`config.mk`:
```
export PLATFORM = sky130hd
export DESIGN_NAME = caa_alarm_aggregator
export DESIGN_NICKNAME = d
export VERILOG_FILES = /design/src/shared/caa_pkg.sv /design/src/core/caa_alarm_aggregator.sv /design/src/core/caa_reset_sync.sv /design/src/core/caa_lane_faults.sv
export SDC_FILE = /design/constraint.sdc
export NUM_CORES = 1
export LEC_CHECK = 0
export BUFFER_PORTS_ARGS = -buffer_cell sky130_fd_sc_hd__buf_2
export CAP_MARGIN = 20
export CORE_ASPECT_RATIO = 2
export CORE_MARGIN = 2
export CORE_UTILIZATION = 45
export CTS_CLUSTER_DIAMETER = 40
export DETAILED_ROUTE_END_ITERATION = 10
export PLACE_DENSITY = 0.73
export SYNTH_ARGS = -nofsm -noshare
export SYNTH_HDL_FRONTEND = slang
export SYNTH_SLANG_ARGS = --single-unit
export TNS_END_PERCENT = 30
```
`constraint.sdc`:
```
create_clock -name clock -period 3.4 [get_ports clock]
set_clock_uncertainty 0.1 [all_clocks]
set_input_delay 0.85 -clock clock [delete_from_list [all_inputs] [get_ports clock]]
set_output_delay 0.85 -clock clock [all_outputs]
set_load 0.01 [all_outputs]
```
`src/shared/caa_pkg.sv`:
```
package caa_pkg;

  // register map, byte addresses on the internal register port
  localparam logic [11:0] ADDR_ALARM_SUMMARY = 12'h2c0;
  localparam logic [11:0] ADDR_ALARM_FLAGS   = 12'h2c1;
  localparam logic [11:0] ADDR_ALARM_MASK    = 12'h2c2;
  localparam logic [11:0] ADDR_LANE_FAULT_LO = 12'h2c4;
  localparam logic [11:0] ADDR_LANE_FAULT_HI = 12'h2c5;

  // widths
  localparam int ADDR_W  = 12;
  localparam int DATA_W  = 8;
  localparam int FLAG_W  = 6;
  localparam int LANES_N = 16;

  // flag, mask and summary bit positions
  localparam int BIT_LANE_FIFO_FAULT  = 5;
  localparam int BIT_PLL_UNLOCK       = 4;
  localparam int BIT_LINK_STATE       = 3;
  localparam int BIT_CLOCK_REALIGN    = 2;
  localparam int BIT_OSC_PHASE_UPSET  = 1;
  localparam int BIT_DIVIDER_MISMATCH = 0;
  localparam int BIT_SUMMARY          = 0;

  // reset values
  localparam logic [5:0]  RST_ALARM_FLAGS = 6'h3f;
  localparam logic [5:0]  RST_ALARM_MASK  = 6'h3f;
  localparam logic [15:0] RST_LANE_FAULTS = 16'hffff;
  localparam logic [7:0]  RST_RDATA       = 8'h00;

  typedef struct packed {
    logic [5:0] flags;
    logic [5:0] mask;
    logic [7:0] rdata;
    logic       pin;
  } caa_state_s;

  typedef struct packed {
    logic [15:0] lanes;
  } caa_lane_s;

  typedef struct packed {
    logic [1:0] stages;
  } caa_rsync_s;

endpackage : caa_pkg

```
`src/core/caa_alarm_aggregator.sv`:
```
// Operation
// - the summary bit reads 1 while any flag is set with its mask bit clear.
// - the lane FIFO fault flag (bit 5) sets when any active lane FIFO overflows or underflows.
// - writing 1 to a flag bit clears it and writing 0 leaves it alone.
// - the PLL unlock flag (bit 4) sets whenever the PLL is not locked.
// - in 8b/10b modes the link flag (bit 3) sets while the link is enabled but not in data state.
// - the clock realign flag (bit 2) sets whenever a SYSREF realigns internal clocks.
// - the phase upset flag (bit 1) sets on link disable, oscillator sync or A/B phase mismatch.
// - the divider mismatch flag (bit 0) sets while the A and B dividers disagree.
// - power-on or soft reset sets all six flags and all six mask bits to 1.
// - with the link disabled all flags but divider mismatch are undefined; software clears after.
// - a set mask bit keeps the flag at the same position out of the summary bit.
// - writing 1 to the lane FIFO fault flag also clears all sixteen per-lane fault bits.
`timescale 1ns/10ps
module caa_alarm_aggregator
  import caa_pkg::*;
#(
  parameter int LANES = 16
)
(
  // clock and reset
  input  wire logic                       clock,
  input  wire logic                       rstn,
  input  wire logic                       soft_reset,
  // register port
  input  wire logic                       reg_wr,
  input  wire logic                       reg_rd,
  input  wire logic [caa_pkg::ADDR_W-1:0] reg_addr,
  input  wire logic [caa_pkg::DATA_W-1:0] reg_wdata,
  output logic      [caa_pkg::DATA_W-1:0] reg_rdata,
  // lane fifo events
  input  wire logic [LANES-1:0]           lane_fifo_fault,
  input  wire logic [LANES-1:0]           lane_active,
  // pll and link
  input  wire logic                       pll_locked,
  input  wire logic                       serial_link_enable,
  input  wire logic                       link_in_data_state,
  input  wire logic                       encoding_64b66b,
  input  wire logic                       link_start,
  input  wire logic                       link_realign,
  // clocking events
  input  wire logic                       sysref_realign,
  input  wire logic                       nco_sync,
  input  wire logic                       nco_phase_mismatch,
  input  wire logic                       divider_mismatch,
  // calibration status pin
  input  wire logic                       cal_status_sel,
  input  wire logic                       cal_status_other,
  output logic                            cal_status_pin
);

  import caa_pkg::*;

  function automatic logic addr_hit(input logic [ADDR_W-1:0] a, input logic [ADDR_W-1:0] t);
    addr_hit = (a == t);
  endfunction : addr_hit

  logic             rst_n_sync;
  caa_state_s       st;
  caa_state_s       next_st;
  logic [5:0]       set_v;
  logic [5:0]       clr_v;
  logic             pending;
  logic             wr_flags;
  logic             wr_mask;
  logic [LANES-1:0] lane_clr;
  logic [LANES-1:0] lane_bits;
  logic [15:0]      lane_word;
  logic             lane_fault_any;

  caa_reset_sync u_rsync (
    .clock      (clock),
    .rstn       (rstn),
    .rst_n_sync (rst_n_sync)
  );

  // write decode
  assign wr_flags = reg_wr && addr_hit(reg_addr, ADDR_ALARM_FLAGS);
  assign wr_mask  = reg_wr && addr_hit(reg_addr, ADDR_ALARM_MASK);

  // per-lane clear by write 1 to either byte
  always_comb begin
    lane_clr = '0;
    for (int i = 0; i < LANES; i++) begin
      if (i < 8) begin
        lane_clr[i] = reg_wr && addr_hit(reg_addr, ADDR_LANE_FAULT_LO) && reg_wdata[i % 8];
      end else begin
        lane_clr[i] = reg_wr && addr_hit(reg_addr, ADDR_LANE_FAULT_HI) && reg_wdata[i % 8];
      end
    end
  end

  caa_lane_faults #(
    .LANES (LANES)
  ) u_lanes (
    .clock      (clock),
    .rst_n      (rst_n_sync),
    .fault      (lane_fifo_fault),
    .active     (lane_active),
    .preset     (soft_reset),
    .clear_all  (wr_flags && reg_wdata[BIT_LANE_FIFO_FAULT]),
    .clear_bits (lane_clr),
    .lanes      (lane_bits)
  );

  always_comb begin
    lane_word            = '0;
    lane_word[LANES-1:0] = lane_bits;
  end

  // event sources
  assign lane_fault_any = |(lane_fifo_fault & lane_active);
  always_comb begin
    set_v                       = '0;
    set_v[BIT_LANE_FIFO_FAULT]  = lane_fault_any;
    set_v[BIT_PLL_UNLOCK]       = !pll_locked;
    if (encoding_64b66b) begin
      set_v[BIT_LINK_STATE] = link_start || link_realign;
    end else begin
      set_v[BIT_LINK_STATE] = serial_link_enable && !link_in_data_state;
    end
    set_v[BIT_CLOCK_REALIGN]    = sysref_realign;
    set_v[BIT_OSC_PHASE_UPSET]  = !serial_link_enable || nco_sync || nco_phase_mismatch;
    set_v[BIT_DIVIDER_MISMATCH] = divider_mismatch;
  end

  assign clr_v   = wr_flags ? reg_wdata[FLAG_W-1:0] : 6'h00;
  assign pending = |(st.flags & ~st.mask);

  // next state
  always_comb begin
    next_st = st;
    if (soft_reset) begin
      next_st.flags = RST_ALARM_FLAGS;
      next_st.mask  = RST_ALARM_MASK;
    end else begin
      next_st.flags = (st.flags & ~clr_v) | set_v;
      if (wr_mask) begin
        next_st.mask = reg_wdata[FLAG_W-1:0];
      end
    end
    next_st.pin = cal_status_sel ? pending : cal_status_other;
    if (reg_rd) begin
      case (reg_addr)
        ADDR_ALARM_SUMMARY: next_st.rdata = {7'h00, pending};
        ADDR_ALARM_FLAGS:   next_st.rdata = {2'h0, st.flags};
        ADDR_ALARM_MASK:    next_st.rdata = {2'h0, st.mask};
        ADDR_LANE_FAULT_LO: next_st.rdata = lane_word[7:0];
        ADDR_LANE_FAULT_HI: next_st.rdata = lane_word[15:8];
        default:            next_st.rdata = 8'h00;
      endcase
    end
  end

  always_ff @(posedge clock or negedge rst_n_sync) begin
    if (!rst_n_sync) begin
      st <= '{flags: RST_ALARM_FLAGS, mask: RST_ALARM_MASK, rdata: RST_RDATA, pin: 1'b0};
    end else begin
      st <= next_st;
    end
  end

  assign reg_rdata      = st.rdata;
  assign cal_status_pin = st.pin;

  logic [5:0] clr_only;
  logic [5:0] keep_v;
  logic       summary_ref;
  assign clr_only    = reg_wdata[5:0] & ~set_v;
  assign keep_v      = st.flags & ~reg_wdata[5:0];
  assign summary_ref = |(st.flags & ~st.mask);
endmodule : caa_alarm_aggregator

```
`src/core/caa_reset_sync.sv`:
```
`timescale 1ns/10ps
module caa_reset_sync
  import caa_pkg::*;
(
  // clock and raw reset
  input  wire logic clock,
  input  wire logic rstn,
  // released reset
  output logic      rst_n_sync
);

  caa_rsync_s st;
  caa_rsync_s next_st;

  // shift ones in after release
  always_comb begin
    next_st        = st;
    next_st.stages = {st.stages[0], 1'b1};
  end

  always_ff @(posedge clock or negedge rstn) begin
    if (!rstn) begin
      st <= '0;
    end else begin
      st <= next_st;
    end
  end

  assign rst_n_sync = st.stages[1];

endmodule : caa_reset_sync

```
`src/core/caa_lane_faults.sv`:
```
`timescale 1ns/10ps
module caa_lane_faults
  import caa_pkg::*;
#(
  parameter int LANES = 16
)
(
  // clock and reset
  input  wire logic             clock,
  input  wire logic             rst_n,
  // lane events
  input  wire logic [LANES-1:0] fault,
  input  wire logic [LANES-1:0] active,
  // software control
  input  wire logic             preset,
  input  wire logic             clear_all,
  input  wire logic [LANES-1:0] clear_bits,
  // lane state
  output logic      [LANES-1:0] lanes
);

  typedef struct packed {
    logic [LANES-1:0] lanes;
  } caa_lreg_s;

  caa_lreg_s st;
  caa_lreg_s next_st;

  // per-lane sticky faults, set beats clear
  always_comb begin
    next_st = st;
    if (preset) begin
      next_st.lanes = {LANES{1'b1}};
    end else begin
      next_st.lanes = st.lanes & ~(clear_bits | {LANES{clear_all}});
      next_st.lanes = next_st.lanes | (fault & active);
    end
  end

  always_ff @(posedge clock or negedge rst_n) begin
    if (!rst_n) begin
      st <= '{lanes: {LANES{1'b1}}};
    end else begin
      st <= next_st;
    end
  end

  assign lanes = st.lanes;

endmodule : caa_lane_faults

```
==> summary.md, run 1 <==
| Metric | Value |
|---|---|
| Switching power | `0.232 mW` |
| Multi-input gate area | `approximately 1100 sq um` |
| Synth warn | `0` |
| Critical-path top delay cell | `or4b_4` |
| First-pass GRT wire length | `~9.8 mm` |
| Largest net degree at the start of global routing | `38` |
| Vias per cell | `a little under 6` |
| Port buffer count | `slightly below 80` |
| Switching share of power | `roughly 25%` |
| Max-slew violation count | `0` |
| Hold WC Path Type | `flop to asynchronous set/reset pin` |
| Setup violators final | `0` |
| Post-CTS Setup Bufs | `0` |
| CP required | `approximately 3.5 ns` |
| TritonCTS clock tree | `yes` |
| Multiplexer share of the synthesized area | `around 3.0%` |
| Root Buffer | `clkbuf_8` |
| Syn_nets | `292` |
| Post-Layout Cell Count | `350` |
| Initial Util | `47.0%` |
| RD Place Congestion | `0.916` |
| CP bufs+invs | `1` |
| Synth Area in Compound Gates | `between 20% and 30%` |
| # fillers | `about 470` |
| Fin Setup TNS | `0 ns` |
| Total CTS buffers | `5` |
| Status | `complete, no violations` |
| Synth Instances | `223` |
| Mapped Avg Cell Area | `~10 sq um` |
| Sink Count | `39` |
| Achievable Freq | `slightly above 400 MHz` |
| Asr flop ratio synth | `between 90% and 100%` |
| Top delay family on crit path | `simple AND/OR/NAND/NOR gates` |
| Setup Crit Path Kind | `primary input to flop` |
| Post-DR wirelength/cell | `17.0 microns` |
| RSZ-0062 raised after global routing | `false` |
| CP arrival | `2.60 ns` |
| Util after Layout | `~56%` |
| Synth Register Bits | `39` |
| Worst Hold Margin | `0.187 ns` |
| Via Count | `approximately 2100` |
| Final Hold Fails | `0` |
| Primary FF master, synth | `dfstp_2` |
| Die area | `about 5700 sq um` |
| Antenna-violating nets left | `0` |
| Routed WL | `between 5 and 6 mm` |
| Cell area after synthesis | `2310 sq um` |
| CP cell instances | `buf_2, or4b_4, nor4_4, nand2_4, a311o_1` |
| Maxcap violations | `0` |
| Diodes inserted | `0` |
| Inst Count DP | `342` |
| Placed Area | `2650 sq um` |
| Tot GR Track Use | `23.3%` |
| Combinational share of power | `13.0%` |
| # IOs | `a little under 80` |
| Die height | `roughly 110 microns` |
| Nets@finish | `about 360` |
| H-tree Lvls | `2` |
| Part of the power in registers | `between 40% and 50%` |
| Core area | `just under 5000 sq um` |
| EDFF count, synth | `0` |
| Vias in the first global route | `around 2100` |
| Pwr dens | `roughly 340 nW/um^2` |
| Largest family of logic cells by synthesized area | `compound AO/OA/AOI/OAI gates` |
| FF+latch area | `1010 sq um` |
| Hold buffers post-CTS | `0` |
| Dpl hpwl | `approximately 4.7 mm` |
| Startpoint Class | `primary input` |
| Clock transition at the registers of the reported paths | `approximately 0.08 ns` |
| Adder-Cell Fraction of Synth Area | `0%` |
| Post-Synth Simple-Gate Area | `a little under a fifth` |
| GRT overflow | `0` |
| Sequential share of the synthesized area | `a little over two fifths` |
| Cts repair resizes | `0` |
| Clock latency on the worst-skew pair | `0.29 ns` |
| CP max FO | `17` |
| Bufs on Longest Clock Path | `2` |
| Layout cell share with drive strength beyond 1 | `~44%` |
| Syn-to-layout area delta | `19.6%` |
| Drt pass-1 iters | `4` |
| LEAKAGE | `~1.2 nW` |
| Xor/xnor share of the synthesized area | `less than 1%` |
| Initial antenna violation count | `0` |
| Rows | `36` |
| Fin crit share | `73.0%` |
| Minimum clock period | `about 2.5 ns` |
| Critical Path Max Stage Delay | `approximately 0.52 ns` |
| Internal Power | `approximately 0.71 mW` |
| Worst vdd ir | `slightly below 0.0003 V` |
| Final Cell Area | `between 2000 and 3000 sq um` |
| Critical path endpoint category | `flop` |
| Remaining DRCs | `0` |
| Drt initial violations | `65` |
| Die Span X | `54.6 microns` |
| Unique cell type count in the Yosys netlist | `57` |
| Clock Power Share | `a little under two fifths` |
worst paths after layout:
kind                               start          endpoint  slack [ns]  cells past startpoint
hold / removal             u_rsync.st[1]    cal_status_pin        0.19                      1
max in group asynchronous  u_rsync.st[1]  u_lanes.lanes[8]        2.65                      1
hold reg to reg            u_rsync.st[1]    cal_status_pin        0.19                      1
setup reg to reg                  st[14]      reg_rdata[0]        1.98                      3
setup / recovery             reg_addr[0]  u_lanes.lanes[1]        0.92                      5
min in group clock         u_rsync.st[0]     u_rsync.st[1]        0.26                      0
state kept, by name, indices dropped and copies added (netlist names):
name and flops:
reg_rdata 8, st 12, u_lanes.lanes 16, cal_status_pin 1, u_rsync.st 2
logic make-up after synthesis:
kind of cell              after synthesis
AOI/OAI and AO/OA                      74
and+or+nand+nor                        64
DFF                                    39
buffers and inverters                  37
muxes                                   7
xor gates and xnor gates                1
other                                   1
power by group through the flow:
stage / combinational [mW] / clock, mW / sequential [mW]
final: 0.122 / 0.348 / 0.468
after global routing: 0.135 / 0.377 / 0.468
after CTS: 0.122 / 0.358 / 0.468
after detailed placement: 0.121 / 0 / 0.476
after global placement: 0.120 / 0 / 0.476
after floorplan: 0.0552 / 0 / 0.482
synthesized netlist by cell type, drive strengths merged, types with 2 or more instances:
library cell,number,area share (%)
a22o,2,0.76
a22oi,4,1.3
a21boi,10,3.3
nor4,2,1.5
and2,5,1.4
nand4,4,1.1
nand2b,4,1.1
clkbuf,5,0.81
buf,14,4.9
a211o,3,1.1
nor3,2,0.43
or3b,2,0.76
nor4b,3,1.4
o22ai,10,2.7
mux2i,7,3.0
a311o,4,1.7
a21oi,10,2.2
inv,16,2.6
a221o,9,3.9
nor2,5,0.81
nor2b,3,0.81
or4b,3,1.6
nand2,16,2.9
o2bb2ai,2,0.76
o22a,3,1.1
a41oi,5,1.9
dfstp,28,32
nand3,3,0.65
or4bb,2,1.1
dfrtp,11,12
a31oi,2,0.54
o21ai,4,0.87
or3,4,1.1
nand3b,2,0.65
cell usage in the layout, fill, tap and decap left out, types with 2 or more instances in the layout:
master,Yosys,routed
a22o_1,2,2
nor2b_1,3,3
a311o_1,4,4
a22oi_1,4,4
buf_4,10,6
nand2b_1,4,4
o21ai_0,4,4
nor2_1,5,5
a221o_1,9,9
inv_1,16,16
o22ai_1,10,10
or3_1,4,4
dfstp_2,28,28
buf_2,1,77
mux2i_1,7,7
clkbuf_8,0,7
nand3b_1,2,2
a31oi_1,2,2
dfrtp_1,11,11
a21oi_1,10,10
o22a_1,3,3
nor4b_1,2,2
a41oi_1,5,5
nand4_1,4,4
o2bb2ai_1,2,2
a211o_1,3,3
nor3_1,2,2
and2_0,5,5
nand3_1,3,3
nand2_1,15,15
a21boi_0,9,9
or4b_4,2,2
per-stage QoR:
stage / worst slack, ns / power, mW
after global placement: 0.637 / 0.595
after CTS: 0.919 / 0.948
after detailed placement: 0.605 / 0.597
final: 0.917 / 0.938
after global routing: 0.782 / 0.980
after floorplan: 0.867 / 0.537
layer usage:
metal | routed length, microns | track usage (%) | vias up
met3 | 260 | 3.12 | 16
met4 | 220 | 11.8 | 0
met1 | 2250 | 27.7 | 998
met5 | 0 | 0 | -
li1 | - | - | 973
met2 | 3220 | 38.6 | 79
worst reg2reg max path: stages (launching register included):
cell      delay (ns)
dfstp_2         0.56
o22ai_1         0.09
nor3_1          0.38
o221ai_1        0.16
area by class of cell:
cell class              count  area share [%]
well taps                  57            2.59
flip-flops and latches     39            36.7
clock buffers               7            3.49
clock inverters             1           0.272
inverters                  16            2.18
repair buffers             83            15.6
multi-input cells         147            39.2
(Power assumes the default switching activity.)
==> run 2: changes to the inputs <==
--- a/config.mk
+++ b/config.mk
@@ -12,7 +12,7 @@
 export CORE_UTILIZATION = 45
 export CTS_CLUSTER_DIAMETER = 40
 export DETAILED_ROUTE_END_ITERATION = 10
-export PLACE_DENSITY = 0.73
+export PLACE_DENSITY = 0.76
 export SYNTH_ARGS = -nofsm -noshare
 export SYNTH_HDL_FRONTEND = slang
 export SYNTH_SLANG_ARGS = --single-unit
==> constraint.sdc (replaced) <==
create_clock -name clock -period 2.2 [get_ports clock]
set_clock_uncertainty 0.1 [all_clocks]
set_input_delay 0.55 -clock clock [delete_from_list [all_inputs] [get_ports clock]]
set_output_delay 0.55 -clock clock [all_outputs]
set_load 0.01 [all_outputs]
==> run 2 against run 1 <==
Sequential share of layout area down 1.3 points. Cell count up 4.6%. First-iteration DRC count down 7.7%. Flip-flop and latch count unchanged. Wire length up 3.2%. Critical endpoint is now st[16]. Largest power group unchanged. Highest routed layer unchanged.
==> summary.md, run 2 (same netlist as run 1, synthesis figures left out) <==
| Metric | Value |
|---|---|
| Switching power | `0.365 mW (+57%)` |
| Part of the power in registers | `51.6% (+1.7 points)` |
| Rows | `36 (unchanged)` |
| Clock latency on the worst-skew pair | `0.29 ns (about the same)` |
| Largest net degree at the start of global routing | `27 (-29%)` |
| Clock transition at the registers of the reported paths | `0.08 ns (about the same)` |
| Initial antenna violation count | `0 (unchanged)` |
| Setup violators final | `0 (unchanged)` |
| Commonest cells after routing, fill and taps aside | `buf_2, dfstp_2, buf_4, inv_1, nand2_1` |
| Root Buffer | `clkbuf_8` |
| RSZ-0062 raised after global routing | `false` |
| Vias in the first global route | `2191 (+4.2%)` |
| Internal Power | `1.04 mW (+47%)` |
| Worst Hold Margin | `0.0419 ns (-0.145 ns)` |
| # IOs | `78 (unchanged)` |
| DP Worst Slack | `-0.138 ns (-0.743 ns)` |
| Core area | `4910 sq um (unchanged)` |
| LEAKAGE | `1.31 nW (+5.5%)` |
| Met2 Resource Use GR | `41.8% (+3.2 points)` |
| Max reg flops | `16 (unchanged)` |
| Achievable Freq | `just under 500 MHz` |
| Diodes inserted | `0 (unchanged)` |
| Die height | `105 microns (unchanged)` |
| Combinational share of power | `14.3% (+1.3 points)` |
| Startpoint Class | `primary input` |
| TritonCTS clock tree | `yes` |
| Commonest non-fill, non-tap cell in the layout | `buf_2` |
| Util after Layout | `58.3% (+2.1 points)` |
| Most Crowded Layer GR | `met2` |
| Minimum clock period | `around 2.0 ns` |
| Initial Util | `47.0% (unchanged)` |
| Status | `complete, no violations` |
| Clock Power Share | `34.1% (-3.0 points)` |
| Layout cell share with drive strength beyond 1 | `46.0% (+2.3 points)` |
| Remaining DRCs | `0 (unchanged)` |
| GRT overflow | `0 (unchanged)` |
| CP arrival | `2.14 ns (-0.46 ns)` |
| Drt initial violations | `60 (-7.7%)` |
| Max-slew violation count | `0 (unchanged)` |
| Nets@finish | `377 (+4.4%)` |
| Antenna-violating nets left | `0 (unchanged)` |
| First-pass GRT wire length | `10.1 mm (+2.5%)` |
| Via Count | `2119 (+2.6%)` |
| CP required | `2.31 ns (-1.21 ns)` |
| Post-CTS Setup Bufs | `0 (unchanged)` |
| Hold WC Path Type | `flop to asynchronous set/reset pin` |
| Switching share of power | `25.9% (+1.3 points)` |
| Sink Count | `39 (unchanged)` |
| Pwr dens | `491 nW/um^2 (+44%)` |
| Drt pass-1 iters | `4 (unchanged)` |
| Setup Crit Path Kind | `primary input to flop` |
| Routed WL | `6.14 mm (+3.2%)` |
| Fin Setup TNS | `0 ns (unchanged)` |
| Bufs on Longest Clock Path | `2 (unchanged)` |
| Final Hold Fails | `0 (unchanged)` |
| Tot GR Track Use | `23.8% (+0.49 points)` |
| Worst vdd ir | `0.000404 V (+39%)` |
| Fin worst setup slack | `0.169 ns (-0.748 ns)` |
| Worst R2R Path Depth | `3 (unchanged)` |
| Syn-to-layout area delta | `24.1%` |
| Dpl hpwl | `4.93 mm (+4.8%)` |
| Fin crit share | `92.3%` |
| Port buffer count | `77 (unchanged)` |
| Met1 track demand over resource | `26.3% (-1.4 points)` |
| Critical path endpoint category | `flop` |
| Vias per cell | `5.79 (-1.9%)` |
| # fillers | `484 (+3.2%)` |
| H-tree Lvls | `2 (unchanged)` |
| Post-DR wirelength/cell | `16.8 microns (-1.4%)` |
| Final Power | `1.41 mW (+50%)` |
| Die area | `5750 sq um (unchanged)` |
| Total CTS buffers | `5 (unchanged)` |
| Maxcap violations | `0 (unchanged)` |
| RD Place Congestion | `0.947 (+3.3%)` |
| Die Span X | `54.6 microns (unchanged)` |
| M3 GR Usage | `2.83% (-0.28 points)` |
| CP max FO | `6 (-11)` |
[run 2: what timing repair did]
item                      4_1_cts  5_1_grt
hold endpoints to repair        2        0
hold buffers                    1        0
gates resized for setup         0        0
[run 2: path summary, 6_finish.rpt]
kind / slack [ns] / from / endpoint
max in group asynchronous: 1.32 / u_rsync.st[1] / u_lanes.lanes[7]
worst max register to register: 0.78 / st[14] / reg_rdata[0]
worst min-delay path: 0.04 / u_rsync.st[1] / cal_status_pin
worst min register to register: 0.04 / u_rsync.st[1] / cal_status_pin
min in group clock: 0.25 / u_rsync.st[0] / u_rsync.st[1]
worst max-delay path: 0.17 / reg_addr[8] / st[16]
[run 2: final cells by class]
class                   count  area, sq um  area share (%)
multi-input cells         147         1080            37.8
flip-flops and latches     39         1010            35.3
repair buffers             99          553            19.3
clock buffers               6         72.6            2.54
well taps                  57         71.3            2.49
inverters                  16         60.1            2.10
clock inverters             2         12.5           0.437
[run 2: per-layer routing]
| layer | wire (microns) | share of wire (%) |
|---|---|---|
| met5 | 0 | 0 |
| met4 | 285 | 4.6 |
| met3 | 284 | 4.6 |
| met2 | 3420 | 56 |
| met1 | 2160 | 35 |
[run 2: metrics by stage]
step	instance area [sq um]	cells
global placement	2770	357
detailed placement	2770	357
floorplan	2310	223
CTS	2860	366
finish	2860	366
global route	2860	366
[run 2: power by group through the flow]
stage	Clock [mW]	Sequential, mW	Combinational [mW]
3_3_place_gp	0	0.738	0.197
6_report	0.479	0.726	0.201
2_1_floorplan	0	0.745	0.0853
5_1_grt	0.515	0.727	0.222
3_5_place_dp	0	0.738	0.199
4_1_cts	0.491	0.726	0.201
[run 2: worst max-delay path, cell delays in order]
cell and delay (ns):
buf_2 0.11, or4b_4 0.57, nor4_4 0.26, buf_4 0.19, a21oi_1 0.07, or4_1 0.40
==> run 3: changes to the inputs <==
--- a/config.mk
+++ b/config.mk
@@ -12,7 +12,7 @@
 export CORE_UTILIZATION = 45
 export CTS_CLUSTER_DIAMETER = 40
 export DETAILED_ROUTE_END_ITERATION = 10
-export PLACE_DENSITY = 0.76
+export PLACE_DENSITY = 0.73
 export SYNTH_ARGS = -nofsm -noshare
 export SYNTH_HDL_FRONTEND = slang
 export SYNTH_SLANG_ARGS = --single-unit
==> constraint.sdc (replaced) <==
create_clock -name clock -period 2.25 [get_ports clock]
set_clock_uncertainty 0.1 [all_clocks]
set_input_delay 0.5625 -clock clock [delete_from_list [all_inputs] [get_ports clock]]
set_output_delay 0.5625 -clock clock [all_outputs]
set_load 0.01 [all_outputs]
==> run 3 against run 2 <==
Cell area increased by 0.35%. Critical path depth unchanged. Combinational power decreased by 2%. Flip-flop and latch count unchanged. Worst hold slack improved by 0.16 ns. Sequential power decreased by 3%. Largest cell class unchanged.
==> summary.md, run 3 (same netlist as run 1, synthesis figures left out) <==
| Metric | Value |
|---|---|
| H-tree Lvls | `2 (unchanged)` |
| Final Hold Fails | `0 (unchanged)` |
| Cts repair resizes | `0 (unchanged)` |
| Total CTS buffers | `5 (unchanged)` |
| Status | `complete, no violations` |
| Achievable Freq | `approximately 490 MHz` |
| Setup Crit Path Kind | `primary input to flop` |
| Bufs on Longest Clock Path | `2 (unchanged)` |
| Tot GR Track Use | `24.0% (+0.17 points)` |
| First-pass GRT wire length | `10.1 mm (+0.34%)` |
| Commonest cells after routing, fill and taps aside | `buf_2, dfstp_2, buf_4, inv_1, nand2_1` |
| Antenna-violating nets left | `0 (unchanged)` |
| RD Place Congestion | `0.940 (-0.67%)` |
| Die Span X | `54.6 microns (unchanged)` |
| Routed WL | `6.13 mm (-0.26%)` |
| Vias in the first global route | `2203 (+0.55%)` |
| Port buffer count | `77 (unchanged)` |
| Util after Layout | `58.5% (+0.20 points)` |
| CP required | `2.35 ns (+0.04 ns)` |
| RSZ-0062 raised after global routing | `false` |
| Initial antenna violation count | `0 (unchanged)` |
| Rows | `36 (unchanged)` |
| Layout cell share with drive strength beyond 1 | `45.8% (-0.20 points)` |
| Die height | `105 microns (unchanged)` |
| Die area | `5750 sq um (unchanged)` |
| TritonCTS clock tree | `yes` |
| Core area | `4910 sq um (unchanged)` |
| Nets@finish | `374 (-0.80%)` |
| Largest net degree at the start of global routing | `38 (+41%)` |
| Clock transition at the registers of the reported paths | `0.07 ns (about the same)` |
| Slew margin rel. | `between 60 and 70%` |
| Placed Area | `2740 sq um (-0.81%)` |
| CP arrival | `2.16 ns (+0.02 ns)` |
| Fin crit share | `91.6%` |
| Root Buffer | `clkbuf_8` |
| LEAKAGE | `1.32 nW (+0.42%)` |
| CP max FO | `6 (unchanged)` |
| Vias per cell | `5.77 (-0.41%)` |
| Syn-to-layout area delta | `24.5%` |
| GRT overflow | `0 (unchanged)` |
| Dpl hpwl | `4.91 mm (-0.35%)` |
| Drt pass-1 iters | `4 (unchanged)` |
| Clock latency on the worst-skew pair | `0.28 ns (about the same)` |
| Post-DR wirelength/cell | `16.9 microns (+0.56%)` |
| Sink Count | `39 (unchanged)` |
| Max-slew violation count | `0 (unchanged)` |
| Initial Util | `47.0% (unchanged)` |
| Final Cell Area | `2870 sq um (+0.35%)` |
| # IOs | `78 (unchanged)` |
| Minimum clock period | `2.06 ns` |
| Diodes inserted | `0 (unchanged)` |
| Max reg flops | `16 (unchanged)` |
| Remaining DRCs | `0 (unchanged)` |
| Drt initial violations | `72 (+20%)` |
| Via Count | `2093 (-1.2%)` |
| # fillers | `465 (-3.9%)` |
| Setup violators final | `0 (unchanged)` |
| Worst Hold Margin | `0.202 ns (+0.160 ns)` |
| Worst vdd ir | `0.000627 V (+55%)` |
| Worst Tran Pin Value | `roughly 0.54 ns` |
| Commonest non-fill, non-tap cell in the layout | `buf_2` |
| Hold WC Path Type | `flop to asynchronous set/reset pin` |
| Maxcap violations | `0 (unchanged)` |
| Startpoint Class | `primary input` |
| Critical path endpoint category | `flop` |
| Pwr dens | `526 nW/um^2 (+7.0%)` |
==> run 3: cell count changes in the layout (fill, tap and decap cells not counted), sizes merged <==
cell	previous run	this run
buf	98	95
bufinv	0	1
clkinvlp	1	0
==> run 3: final timing paths <==
path / start / to / slack [ns] / cells past startpoint
worst min-delay path: u_rsync.st[1] / cal_status_pin / 0.20 / 1
worst max-delay path: reg_addr[8] / st[16] / 0.19 / 6
worst max register to register: st[14] / reg_rdata[0] / 0.81 / 3
min in group clock: u_rsync.st[0] / u_rsync.st[1] / 0.27 / 0
max in group asynchronous: rstn / u_rsync.st[0] / 1.46 / 2
worst min register to register: u_rsync.st[1] / cal_status_pin / 0.20 / 1
==> run 3: through the flow <==
stage | TNS, ns | power (mW) | setup WS [ns] | cells
2_1_floorplan | 0 | 0.812 | 0.00450 | 223
3_3_place_gp | -0.882 | 0.912 | -0.0714 | 354
3_5_place_dp | -1.35 | 0.915 | -0.117 | 354
4_1_cts | 0 | 1.52 | 0.188 | 363
5_1_grt | 0 | 1.58 | 0.120 | 363
6_report | 0 | 1.51 | 0.190 | 363
==> run 3: final cells by class <==
type                    count  area, sq um  area share [%]
well taps                  57         71.3            2.48
flip-flops and latches     39         1010            35.2
clock inverters             2         35.0            1.22
inverters                  16         60.1            2.09
multi-input cells         147         1080            37.6
clock buffers               6         82.6            2.88
repair buffers             96          531            18.5
==> run 3: power breakdown <==
part	switching, mW	internal [mW]
clock network	0.247	0.359
registers	0.000926	0.706
logic	0.105	0.0915
==> run 3: critical path: stages <==
cell and delay (ns):
buf_2 0.10, or4b_4 0.57, nor4_4 0.26, buf_4 0.19, a21oi_1 0.07, or4_1 0.41
==> run 3: routing by layer <==
layer / vias up / share of wire, % / GRT usage [%]
met4: 0 / 2.4 / 9.11
met5: - / 0 / 0
li1: 1001 / - / -
met1: 1007 / 36 / 26.3
met2: 75 / 57 / 42.9
met3: 10 / 4.9 / 3.54
==> run 3: repair_timing <==
action | in CTS | in global routing
setup buffers | 0 | 0
hold buffers | 1 | 0
endpoints found under the hold margin | 2 | 0
